### src/pmr_pkg.sv
package pmr_pkg;

  // command codes of the readout registers
  localparam logic [7:0] PMR_CMD_ENERGY_REC = 8'hDC;
  localparam logic [7:0] PMR_CMD_AUX_READ = 8'hDD;
  localparam logic [7:0] PMR_CMD_AUX_OV_LIMIT = 8'hDE;
  localparam logic [7:0] PMR_CMD_AUX_UV_LIMIT = 8'hDF;
  localparam logic [7:0] PMR_CMD_MIN_CURRENT = 8'hE3;
  localparam logic [7:0] PMR_CMD_MIN_POWER = 8'hE4;
  localparam logic [7:0] PMR_CMD_ALERT1_CFG = 8'hD6;
  localparam logic [7:0] PMR_CMD_ALERT2_CFG = 8'hD7;

  // energy record field positions
  localparam int PMR_COUNT_LSB = 40;
  localparam int PMR_WRAP_LSB = 24;
  localparam int PMR_ENERGY_LSB = 0;

  // alert configuration bit positions
  localparam int PMR_ALERT_OV_BIT = 6;
  localparam int PMR_ALERT_UV_BIT = 5;

  // values after reset
  localparam logic [23:0] PMR_COUNT_RESET = 24'h000000;
  localparam logic [15:0] PMR_WRAP_RESET = 16'h0000;
  localparam logic [23:0] PMR_ENERGY_RESET = 24'h000000;
  localparam logic [11:0] PMR_AUX_RESET = 12'h000;
  localparam logic [11:0] PMR_OV_LIMIT_RESET = 12'hFFF;
  localparam logic [11:0] PMR_UV_LIMIT_RESET = 12'h000;
  localparam logic [15:0] PMR_MIN_CURRENT_RESET = 16'h07FF;
  localparam logic [15:0] PMR_MIN_POWER_RESET = 16'h7FFF;
  localparam logic [15:0] PMR_ALERT_CFG_RESET = 16'h0000;

  // energy wrap points
  localparam logic [23:0] PMR_ENERGY_MAX_UNSIGNED = 24'hFFFFFF;
  localparam logic [23:0] PMR_ENERGY_MAX_SIGNED = 24'h7FFFFF;

endpackage : pmr_pkg

### src/pmr_min_tracker.sv
`timescale 1ns/100ps
`default_nettype none

module pmr_min_tracker
  import pmr_pkg::*;
#(
  parameter logic [15:0] DEFAULT_VALUE = 16'h7FFF
)
(
  input wire logic clock, // system clock
  input wire logic reset_n, // synchronous reset
  input wire logic result_valid, // new averaged result
  input wire logic [15:0] result, // signed result
  input wire logic clear, // host wrote zero
  output logic [15:0] min_value // held minimum
);

  logic [15:0] min_reg;
  logic [15:0] min_next;
  logic [15:0] base;

  always_comb
  begin
    // a clear and a new result together: the result still counts
    base = clear ? DEFAULT_VALUE : min_reg;
    min_next = base;
    if (result_valid && ($signed(result) < $signed(base)))
    begin
      min_next = result;
    end
  end

  always_ff @(posedge clock)
  begin
    if (!reset_n)
    begin
      min_reg <= DEFAULT_VALUE;
    end
    else
    begin
      min_reg <= min_next;
    end
  end

  assign min_value = min_reg;

endmodule // pmr_min_tracker

`default_nettype wire

### src/pmr_readout_regs.sv
`timescale 1ns/100ps
`default_nettype none

module pmr_readout_regs
  import pmr_pkg::*;
#(
  parameter bit SIGNED_ENERGY = 1'b0
)
(
  input wire logic clock, // 40 MHz system clock
  input wire logic reset_n, // synchronous, active low
  input wire logic cmd_valid, // command strobe from bus engine
  input wire logic cmd_write, // 1 write, 0 read
  input wire logic [7:0] cmd_code, // command code
  input wire logic [15:0] cmd_wdata, // write data word
  output logic [63:0] rd_data, // read answer, all 64 bits for the energy record, low bits otherwise
  output logic rd_valid, // read answer strobe
  output logic cmd_error, // unknown code or refused write
  input wire logic power_valid, // new power sample
  input wire logic [15:0] power_sample, // signed power sample
  input wire logic aux_valid, // new averaged aux reading
  input wire logic [11:0] aux_sample, // averaged aux reading
  input wire logic current_valid, // new averaged current
  input wire logic [15:0] current_sample, // signed current
  output logic aux_ov_warn, // aux overvoltage warning
  output logic aux_uv_warn, // aux undervoltage warning
  output logic alert1, // alert output 1, active high
  output logic alert2 // alert output 2, active high
);

  logic [23:0] count_reg;
  logic [23:0] count_next;
  logic [15:0] wrap_reg;
  logic [15:0] wrap_next;
  logic [23:0] energy_reg;
  logic [23:0] energy_next;
  logic energy_wrap;
  logic [24:0] energy_sum;
  logic [11:0] aux_reg;
  logic [11:0] aux_next;
  logic [11:0] ov_limit_reg;
  logic [11:0] ov_limit_next;
  logic [11:0] uv_limit_reg;
  logic [11:0] uv_limit_next;
  logic [15:0] alert1_cfg_reg;
  logic [15:0] alert1_cfg_next;
  logic [15:0] alert2_cfg_reg;
  logic [15:0] alert2_cfg_next;
  logic ov_warn_reg;
  logic ov_warn_next;
  logic uv_warn_reg;
  logic uv_warn_next;
  logic alert1_reg;
  logic alert1_next;
  logic alert2_reg;
  logic alert2_next;
  logic [63:0] rd_data_reg;
  logic [63:0] rd_data_next;
  logic rd_valid_reg;
  logic rd_valid_next;
  logic cmd_error_reg;
  logic cmd_error_next;
  logic [63:0] record;
  logic [15:0] min_current;
  logic [15:0] min_power;
  logic clear_current;
  logic clear_power;
  logic do_write;
  logic do_read;

  assign do_write = cmd_valid && cmd_write;
  assign do_read = cmd_valid && !cmd_write;
  assign clear_current = do_write && (cmd_code == PMR_CMD_MIN_CURRENT)
    && (cmd_wdata == 16'h0000);
  assign clear_power = do_write && (cmd_code == PMR_CMD_MIN_POWER)
    && (cmd_wdata == 16'h0000);

  // energy record: forward samples only add when positive
  always_comb
  begin
    count_next = count_reg;
    wrap_next = wrap_reg;
    energy_next = energy_reg;
    energy_sum = {1'b0, energy_reg};
    energy_wrap = 1'b0;
    if (power_valid)
    begin
      count_next = count_reg + 24'h000001;
      if (!power_sample[15])
      begin
        energy_sum = {1'b0, energy_reg} + {9'h000, power_sample};
        if (SIGNED_ENERGY)
        begin
          energy_wrap = energy_sum[23];
          energy_next = {1'b0, energy_sum[22:0]};
        end
        else
        begin
          energy_wrap = energy_sum[24];
          energy_next = energy_sum[23:0];
        end
      end
    end
    if (energy_wrap)
    begin
      wrap_next = wrap_reg + 16'h0001;
    end
  end

  assign record = {count_reg, wrap_reg, energy_reg};

  // aux reading, limits, enables and warnings
  always_comb
  begin
    aux_next = aux_valid ? aux_sample : aux_reg;
    ov_limit_next = ov_limit_reg;
    uv_limit_next = uv_limit_reg;
    alert1_cfg_next = alert1_cfg_reg;
    alert2_cfg_next = alert2_cfg_reg;
    if (do_write)
    begin
      unique case (cmd_code)
        PMR_CMD_AUX_OV_LIMIT: ov_limit_next = cmd_wdata[11:0];
        PMR_CMD_AUX_UV_LIMIT: uv_limit_next = cmd_wdata[11:0];
        PMR_CMD_ALERT1_CFG: alert1_cfg_next = cmd_wdata;
        PMR_CMD_ALERT2_CFG: alert2_cfg_next = cmd_wdata;
        default: ;
      endcase
    end
    ov_warn_next = (ov_limit_reg != PMR_OV_LIMIT_RESET)
      && (aux_reg > ov_limit_reg);
    uv_warn_next = (uv_limit_reg != PMR_UV_LIMIT_RESET)
      && (aux_reg < uv_limit_reg);
    alert1_next = (ov_warn_reg && alert1_cfg_reg[PMR_ALERT_OV_BIT])
      || (uv_warn_reg && alert1_cfg_reg[PMR_ALERT_UV_BIT]);
    alert2_next = (ov_warn_reg && alert2_cfg_reg[PMR_ALERT_OV_BIT])
      || (uv_warn_reg && alert2_cfg_reg[PMR_ALERT_UV_BIT]);
  end

  // command answers
  always_comb
  begin
    rd_data_next = rd_data_reg;
    rd_valid_next = 1'b0;
    cmd_error_next = 1'b0;
    if (do_read)
    begin
      rd_valid_next = 1'b1;
      unique case (cmd_code)
        PMR_CMD_ENERGY_REC: rd_data_next = record;
        PMR_CMD_AUX_READ: rd_data_next = {52'h0, aux_reg};
        PMR_CMD_AUX_OV_LIMIT: rd_data_next = {52'h0, ov_limit_reg};
        PMR_CMD_AUX_UV_LIMIT: rd_data_next = {52'h0, uv_limit_reg};
        PMR_CMD_MIN_CURRENT: rd_data_next = {48'h0, min_current};
        PMR_CMD_MIN_POWER: rd_data_next = {48'h0, min_power};
        PMR_CMD_ALERT1_CFG: rd_data_next = {48'h0, alert1_cfg_reg};
        PMR_CMD_ALERT2_CFG: rd_data_next = {48'h0, alert2_cfg_reg};
        default:
        begin
          rd_data_next = 64'h0;
          cmd_error_next = 1'b1;
        end
      endcase
    end
    else if (do_write)
    begin
      unique case (cmd_code)
        PMR_CMD_AUX_OV_LIMIT, PMR_CMD_AUX_UV_LIMIT,
        PMR_CMD_ALERT1_CFG, PMR_CMD_ALERT2_CFG: cmd_error_next = 1'b0;
        PMR_CMD_MIN_CURRENT, PMR_CMD_MIN_POWER:
          cmd_error_next = (cmd_wdata != 16'h0000);
        default: cmd_error_next = 1'b1;
      endcase
    end
  end

  always_ff @(posedge clock)
  begin
    if (!reset_n)
    begin
      count_reg <= PMR_COUNT_RESET;
      wrap_reg <= PMR_WRAP_RESET;
      energy_reg <= PMR_ENERGY_RESET;
      aux_reg <= PMR_AUX_RESET;
      ov_limit_reg <= PMR_OV_LIMIT_RESET;
      uv_limit_reg <= PMR_UV_LIMIT_RESET;
      alert1_cfg_reg <= PMR_ALERT_CFG_RESET;
      alert2_cfg_reg <= PMR_ALERT_CFG_RESET;
      ov_warn_reg <= 1'b0;
      uv_warn_reg <= 1'b0;
      alert1_reg <= 1'b0;
      alert2_reg <= 1'b0;
      rd_data_reg <= 64'h0;
      rd_valid_reg <= 1'b0;
      cmd_error_reg <= 1'b0;
    end
    else
    begin
      count_reg <= count_next;
      wrap_reg <= wrap_next;
      energy_reg <= energy_next;
      aux_reg <= aux_next;
      ov_limit_reg <= ov_limit_next;
      uv_limit_reg <= uv_limit_next;
      alert1_cfg_reg <= alert1_cfg_next;
      alert2_cfg_reg <= alert2_cfg_next;
      ov_warn_reg <= ov_warn_next;
      uv_warn_reg <= uv_warn_next;
      alert1_reg <= alert1_next;
      alert2_reg <= alert2_next;
      rd_data_reg <= rd_data_next;
      rd_valid_reg <= rd_valid_next;
      cmd_error_reg <= cmd_error_next;
    end
  end

  pmr_min_tracker #(
    .DEFAULT_VALUE(PMR_MIN_CURRENT_RESET)
  ) u_min_current (
    .clock(clock),
    .reset_n(reset_n),
    .result_valid(current_valid),
    .result(current_sample),
    .clear(clear_current),
    .min_value(min_current)
  );

  pmr_min_tracker #(
    .DEFAULT_VALUE(PMR_MIN_POWER_RESET)
  ) u_min_power (
    .clock(clock),
    .reset_n(reset_n),
    .result_valid(power_valid),
    .result(power_sample),
    .clear(clear_power),
    .min_value(min_power)
  );

  assign rd_data = rd_data_reg;
  assign rd_valid = rd_valid_reg;
  assign cmd_error = cmd_error_reg;
  assign aux_ov_warn = ov_warn_reg;
  assign aux_uv_warn = uv_warn_reg;
  assign alert1 = alert1_reg;
  assign alert2 = alert2_reg;
endmodule // pmr_readout_regs

`default_nettype wire
### config.mk
export PLATFORM = sky130hd
export DESIGN_NAME = pmr_readout_regs
export DESIGN_NICKNAME = d
export VERILOG_FILES = /design/src/pmr_pkg.sv /design/src/pmr_min_tracker.sv /design/src/pmr_readout_regs.sv
export SDC_FILE = /design/constraint.sdc
export NUM_CORES = 1
export LEC_CHECK = 0
export BUFFER_PORTS_ARGS = -buffer_cell sky130_fd_sc_hd__buf_2
export CORE_MARGIN = 2
export CORE_UTILIZATION = 50
export CTS_BUF_LIST = sky130_fd_sc_hd__clkbuf_16
export DETAILED_ROUTE_END_ITERATION = 8
export PLACE_DENSITY = 0.82
export SETUP_SLACK_MARGIN = 0.2
export SLEW_MARGIN = 20
export SYNTH_ARGS = -nofsm -noshare
export SYNTH_HDL_FRONTEND = slang
export SYNTH_SLANG_ARGS = --single-unit
export TNS_END_PERCENT = 1
### constraint.sdc
create_clock -name clock -period 12.66 [get_ports clock]
set_input_delay 2.532 -clock clock [delete_from_list [all_inputs] [get_ports clock]]
set_output_delay 2.532 -clock clock [all_outputs]
set_load 0.02 [all_outputs]
==> reports/qor.yml, run 1 <==
htree_levels: 1
crit_arrival_ns: 6.70
min_path_type: "reg -> reg"
cp-startpoint: "cmd_code[0]"
die_w_um: 157.4
drt_iter0_drc: 1082
maxCapViolCount: 0
total_power_mw: 1.742
ioPinCount: 145
synth_top_flop_cell: "dfxtp_1"
setup_viol: 0
synth_edf_count: 0
insertion_delay_ns: 0.54
worst_slack_ns: 6.415
postSynthCellCount: 1431
clk_pin_slew_ns: 0.06
crit_slowest_cell: "nor4_4"
path_buf_inv: 3
synth_cell_types: 69
ys_seq_area_share_pct: 39.83
postCtsSetupBuffers: 0
worst_hold_slack_ns: 0.4451
dp_slack_ns: 5.974
overflow: 0
yosysTopAreaCell: "dfxtp_1"
rrSetupSlack_ns: 9.50
synthesis.nets: 1578
cp_data_required_time_ns: 13.12
outcome: "complete, no violations"
syn_to_final_growth_pct: 15.09
postPlaceCellArea_sq_um: 12670
netlist.area_leader.share_pct: 39.83
worst-path-stages: 15
hold_buffers: 0
clock_sinks: 234
route.detailed.drc: 0
final.min_clock_period_ns: 6.245
cpPeakStageDelay_ns: 0.68
period_share_pct: 49.33
finalHoldViolCount: 0
rsz0062_at_grt: "no"
critPathTopFamily: "simple AND/OR/NAND/NOR gates"
drive_above_1_share_pct: 13.97
grt_pass1_wl_um: 53130
crit_end: "u_min_current.min_value[7]"
skew_ns: 0.01750
port_buffers: 144
fmax_mhz: 160.1
syn-cell-area_sq_um: 11760
ant_nets: 0
path_max_fanout: 41
initial_core_util_pct: 50.56
vias: 11175
final_util_pct: 58.20
crit_path_start_kind: "primary input"
grt_max_degree: 104
finalMaxSlewViolations: 0
powerDensity_nw_per_um2: 128.7
layout_commonest_cell: "nand2_1"
largest_register_ffs: 64
via_per_inst: 5.992
design_area_sq_um: 13540
clock_path_buffers: 3
layout.nets: 1676
path_cells: "buf_2, buf_4, nand3b_1, nor4_4, and3_1, nor2_1, ha_1, a211oi_1, o21ai_0, a211oi_1, o31ai_1, o221ai_1, mux2i_2, buf_4, mux2i_1"
die_area_sq_um: 24770
relSlewSlack_pct: 27.79
core_area_sq_um: 23260
crit_path_end_kind: "flip-flop"
r2r_end: "wrap_reg[6]"
vdd_drop_max_uv: 96.83
fin_cells: 1865
cts_tree: "done"
cts-root-buf: "clkbuf_16"
yosys_warnings: 0
n_antenna_cell: 0
num_rows: 56
r2r_cells: 10
p_leak_nw: 5.415
holdCritStartpoint: "rd_data[61]"
cts_resized: 0
wirelength_um: 33740
syn_area_per_cell_sq_um: 8.220
wl_per_cell_um: 18.09
critPathKind: "in -> reg"
synth_area_leaders: "dfxtp_1 40%, nand2_1 7.6%, ha_1 7.6%, a21oi_1 5.9%, nor2_1 4.2%"
tns_ns: 0
synthArstFlopShare_pct: 0
post-place-cells: 1819
final_cell_mix: "238 x nand2_1, 234 x dfxtp_1, 144 x buf_2"
fp.dieH_um: 157.4
hpwl_um: 23900
worst_pin_slew_ns: 1.083
yosys_register_bits: 234
firstDrtPassIters: 5
antenna_found_initial: 0
r2r_start: "energy_reg[0]"
cts_buffers: 25
grt_pass1_vias: 10170
grt.total_usage_pct: 26.68
gp_congestion: 0.9558
-- worst min path at each step --
stage | to | slack (ns) | cells after the start
finish | rd_data[61] | 0.45 | 2
global route | rd_data[42] | 0.47 | 2
CTS | rd_data[52] | 0.45 | 2
detailed placement | rd_data[16] | 0.44 | 2
global placement | rd_data[50] | 0.44 | 2
floorplan | alert1_cfg_reg[4] | 0.44 | 2
-- worst register-to-register path: cells and delay by family (launching register included) --
family          cells  cell delay, ns
compound gates      5            1.27
simple gates        2            0.76
fa+ha+maj           2            0.61
flops               1            0.36
buf+inv             1            0.07
-- per-layer routing --
layer	routed length (um)	track usage, %
met5	0	0
met4	1262	10.17
met3	3198	5.754
met2	14970	41.51
met1	14310	36.26
-- power by group --
group	internal (mW)	total [mW]	switching (mW)
logic	0.0841	0.220	0.135
clock network	0.439	0.741	0.302
registers	0.760	0.781	0.0213
-- final cells by class --
type                    instances  area (sq um)
fillers                      2087          9724
well taps                     319         399.1
repair buffers                157         845.8
multi-input cells            1077          6654
inverters                      34         132.6
flip-flops and latches        234          4684
clock inverters                19         196.4
clock buffers                  25         625.6
-- Yosys cell counts (all sizes together), types with 23 or more instances --
cell type and instances:
a211oi 23, a21o 23, a21oi 140, clkbuf 75
dfxtp 234, ha 71, inv 33, mux2i 45
nand2 238, nand3 77, nor2 132, o21ai 48
xor2 26
-- logic make-up (layout without fill, tap and decap cells) --
family | Yosys count | after routing | synth area share [%]
buf+inv | 120 | 235 | 4.031
xor+xnor | 44 | 44 | 3.276
mux | 48 | 48 | 4.340
flops | 234 | 234 | 39.83
simple gates | 560 | 560 | 21.53
compound gates | 353 | 353 | 19.27
fa+ha+maj | 72 | 72 | 7.723
Power figures use the tool's default switching activity.
==> inputs of run 2 (changes only) <==
PLACE_DENSITY = 0.85   (was 0.82)
clock period = 5.3 ns   (was 12.66 ns; I/O delays follow)
==> reports/qor.yml, run 2 (synthesized netlist as in run 1, its figures left out) <==
vias: 11259
rsz0062_at_grt: "no"
via_per_inst: 6.008
gp_congestion: 0.9436
overflow: 0
layout_commonest_cell: "nand2_1"
fp.dieH_um: 157.4
insertion_delay_ns: 0.54
ant_nets: 0
clock_path_buffers: 3
grt.total_usage_pct: 26.85
postCtsSetupBuffers: 0
crit_slowest_cell: "a221oi_1"
n_antenna_cell: 0
cpPeakStageDelay_ns: 0.51
worst_pin_slew_ns: 1.011
finalHoldViolCount: 0
wirelength_um: 34420
path_max_fanout: 28
relSlewSlack_pct: 32.47
fmax_mhz: 230.6
outcome: "complete, no violations"
initial_core_util_pct: 50.56
htree_levels: 1
route.detailed.drc: 0
die_w_um: 157.4
hold_buffers: 0
cts_resized: 0
ioPinCount: 145
antenna_found_initial: 0
vdd_drop_max_uv: 203.0
final_util_pct: 58.12
skew_ns: 0.01270
num_rows: 56
critPathKind: "in -> reg"
path_cells: "buf_2, nor4_1, and4_1, and3_1, buf_4, nor2_1, ha_1, a21o_1, a21o_1, a211o_1, a221oi_1, a21oi_4, a211oi_1, a41oi_1"
worst_hold_slack_ns: 0.4450
drive_above_1_share_pct: 14.53
hpwl_um: 24640
worst_path_most_repeated_cell: "a21o_1"
path_buf_inv: 2
r2r_start: "energy_reg[0]"
cp_data_required_time_ns: 5.68
drt_iter0_drc: 1118
period_share_pct: 81.82
setup_viol: 0
port_buffers: 144
powerDensity_nw_per_um2: 302.0
grt_pass1_wl_um: 53540
cts_buffers: 26
layout.nets: 1683
largest_register_ffs: 64
maxCapViolCount: 0
grt_max_degree: 110
die_area_sq_um: 24770
cts-root-buf: "clkbuf_16"
clock_sinks: 234
wl_per_cell_um: 18.37
grt_pass1_vias: 10136
crit_path_start_kind: "primary input"
cts_tree: "done"
clk_pin_slew_ns: 0.06
final.min_clock_period_ns: 4.337
crit_path_end_kind: "flip-flop"
crit_arrival_ns: 4.72
syn_to_final_growth_pct: 14.95
holdCritStartpoint: "rd_data[58]"
firstDrtPassIters: 6
critPathTopFamily: "compound AO/OA/AOI/OAI gates"
p_leak_nw: 5.417
core_area_sq_um: 23260
min_path_type: "reg -> reg"
finalMaxSlewViolations: 0
final_cell_mix: "238 x nand2_1, 234 x dfxtp_1, 144 x buf_2"
cp-startpoint: "cmd_wdata[3]"
tns_ns: 0
-- run 2: changes by cell type in the layout (fill, tap and decap cells not counted), sizes merged --
cell	before	now
clkinv	6	15
clkinvlp	2	1
clkbuf	25	26
bufinv	4	1
inv	41	38
buf	157	163
-- run 2: stage by stage --
step / cells / cell area (sq um) / worst slack [ns] / total power, mW
2_1_floorplan: 1431 / 11760 / 0.5005 / 2.243
3_3_place_gp: 1827 / 12720 / 0.6014 / 2.387
3_5_place_dp: 1827 / 12720 / 0.4726 / 2.403
4_1_cts: 1874 / 13510 / 1.044 / 4.084
5_1_grt: 1874 / 13520 / 0.7239 / 4.220
6_report: 1874 / 13520 / 0.9633 / 4.084
-- run 2: path summary, 6_finish.rpt --
kind	endpoint	slack [ns]	cells past startpoint
max	u_min_power.min_value[6]	0.96	14
min reg2reg	rd_data[58]	0.45	2
max reg2reg	wrap_reg[15]	2.19	10
min	rd_data[58]	0.45	2
-- run 2: tightest hold or removal path, cell delays in order (launching register included) --
cell,delay (ns)
dfxtp_1,0.30
nand2_1,0.05
a21oi_1,0.05
-- run 2: cell type report --
cell class | count | area (sq um)
clock inverters | 21 | 145.1
multi-input cells | 1077 | 6645
flip-flops and latches | 234 | 4684
fillers | 2040 | 9742
inverters | 34 | 132.6
repair buffers | 163 | 863.3
clock buffers | 26 | 650.6
well taps | 319 | 399.1
-- run 2: power breakdown --
part	total (mW)	internal [mW]	leakage [nW]	switching, mW
clock network	1.70	0.947	0.402	0.753
logic	0.517	0.200	3.12	0.317
registers	1.87	1.81	1.90	0.0513
total	4.08	2.96	5.42	1.12
-- run 2: routing by layer --
| metal | global-route usage, % | up-vias | wire length [um] |
|---|---|---|---|
| li1 | - | 5325 | - |
| met3 | 4.130 | 77 | 3117 |
| met2 | 42.21 | 516 | 15340 |
| met1 | 37.72 | 5341 | 14960 |
| met5 | 0 | - | 0 |
| met4 | 8.831 | 0 | 995 |
==> inputs of run 3 (changes only) <==
PLACE_DENSITY = 0.82   (was 0.85)
clock period = 4.1 ns   (was 5.3 ns; I/O delays follow)
==> reports/qor.yml, run 3 (synthesized netlist as in run 1, its figures left out) <==
outcome: "complete, no violations"
cts_buffers: 25
maxCapViolCount: 0
fill_cells: 2081
crit_path_end_kind: "flip-flop"
clock_sinks: 234
final.min_clock_period_ns: 3.654
hpwl_um: 24820
clockPowerShare_pct: 39.8
clock_path_buffers: 3
powerDensity_nw_per_um2: 381.0
switchingPower_mw: 1.449
grt.total_usage_pct: 27.31
clk_pin_slew_ns: 0.07
wl_per_cell_um: 18.41
ant_nets: 0
skew_ns: 0.01297
worst_hold_slack_ns: 0.4445
antenna_found_initial: 1
vdd_drop_max_uv: 310.5
fmax_mhz: 273.7
htree_levels: 1
hold_buffers: 0
layout_commonest_cell: "nand2_1"
regArea_sq_um: 4684
met1_length_um: 14570
cts-root-buf: "clkbuf_16"
grt_max_degree: 89
period_share_pct: 89.11
relSlewSlack_pct: 33.84
drt_iter0_drc: 1058
firstDrtPassIters: 7
finalHoldViolCount: 0
port_buffers: 144
overflow: 0
via_per_inst: 5.970
worst_pin_slew_ns: 0.9902
largest_register_ffs: 64
p_leak_nw: 5.439
seq_power_share_pct: 46.6
num_rows: 56
syn_to_final_growth_pct: 15.91
rrSetupSlack_ns: 0.98
drive_above_1_share_pct: 15.62
cts_resized: 0
path_max_fanout: 28
grt_pass1_vias: 10277
postCtsSetupBuffers: 0
ioPinCount: 145
rsz0062_at_grt: "no"
internal_power_mw: 3.745
min_path_type: "reg -> reg"
crit_arrival_ns: 4.01
die_area_sq_um: 24770
multiInputGateArea_sq_um: 6705
wirelength_um: 34670
fp.dieH_um: 157.4
route.detailed.drc: 0
met2_length_um: 15240
insertion_delay_ns: 0.53
core_area_sq_um: 23260
layout.nets: 1691
finalMaxSlewViolations: 0
initial_core_util_pct: 50.56
die_w_um: 157.4
top_layer_used: "met4"
comb_power_share_pct: 13.7
cp_data_required_time_ns: 4.45
routed-wl-met3_um: 3484
cts_tree: "done"
setup_viol: 0
gp_congestion: 0.9486
grt_pass1_wl_um: 54240
critPathKind: "in -> reg"
vias: 11241
switching_share_pct: 27.91
tns_ns: 0
final_cell_mix: "238 x nand2_1, 234 x dfxtp_1, 144 x buf_2"
crit_path_start_kind: "primary input"
==> run 3: cell count changes in the layout (fill, tap and decap cells not counted), sizes merged <==
cell,change
clkinvlp,+5
bufinv,-1
buf,+9
clkinv,-5
clkbuf,-1
diode,+2
==> run 3: area by class of cell <==
type | count | area share [%]
diodes | 2 | 0.03671
clock buffers | 25 | 4.588
clock inverters | 20 | 0.8351
inverters | 34 | 0.9727
multi-input cells | 1077 | 49.18
flip-flops and latches | 234 | 34.36
well taps | 319 | 2.927
repair buffers | 172 | 7.103
==> run 3: power by group through the flow <==
stage               Combinational [mW]  Sequential, mW  Clock, mW
floorplan                        0.485            2.44          0
global placement                 0.661            2.46          0
detailed placement               0.689            2.46          0
CTS                              0.697            2.41       2.09
global route                     0.776            2.42       2.19
finish                           0.709            2.42       2.07
==> run 3: path summary, 6_finish.rpt <==
| check | cells after the start | startpoint | endpoint |
|---|---|---|---|
| worst max-delay path | 14 | cmd_wdata[0] | u_min_power.min_value[14] |
| worst min-delay path | 2 | rd_data[52] | rd_data[52] |
| worst max register to register | 10 | energy_reg[0] | wrap_reg[15] |
| worst min register to register | 2 | rd_data[52] | rd_data[52] |
==> run 3: metrics by stage <==
step | power [mW] | instances | area [sq um] | setup WS, ns | util [%]
final | 5.194 | 1883 | 13630 | 0.4463 | 58.61
after global routing | 5.383 | 1882 | 13630 | 0.2579 | 58.60
after CTS | 5.198 | 1881 | 13630 | 0.5380 | 58.59
after detailed placement | 3.153 | 1836 | 12890 | 0.02869 | 55.41
after global placement | 3.124 | 1836 | 12890 | 0.1362 | 55.41
after floorplan | 2.926 | 1431 | 11880 | 0.1153 | -
==> run 3: critical path, stage by stage <==
cell      delay [ns]
buf_2           0.14
nor4_1          0.28
and4_1          0.39
and3_1          0.25
buf_12          0.16
nor2_2          0.05
ha_2            0.17
or3_1           0.37
a211o_1         0.34
a221oi_2        0.36
a21oi_2         0.12
buf_12          0.18
a211oi_2        0.26
a41oi_1         0.11
==> run 3: routing by layer <==
metal  up-vias  track usage, %
met5         -               0
met4         0           10.78
met3       102           5.149
met2       549           42.57
met1      5253           37.35
li1       5337               -
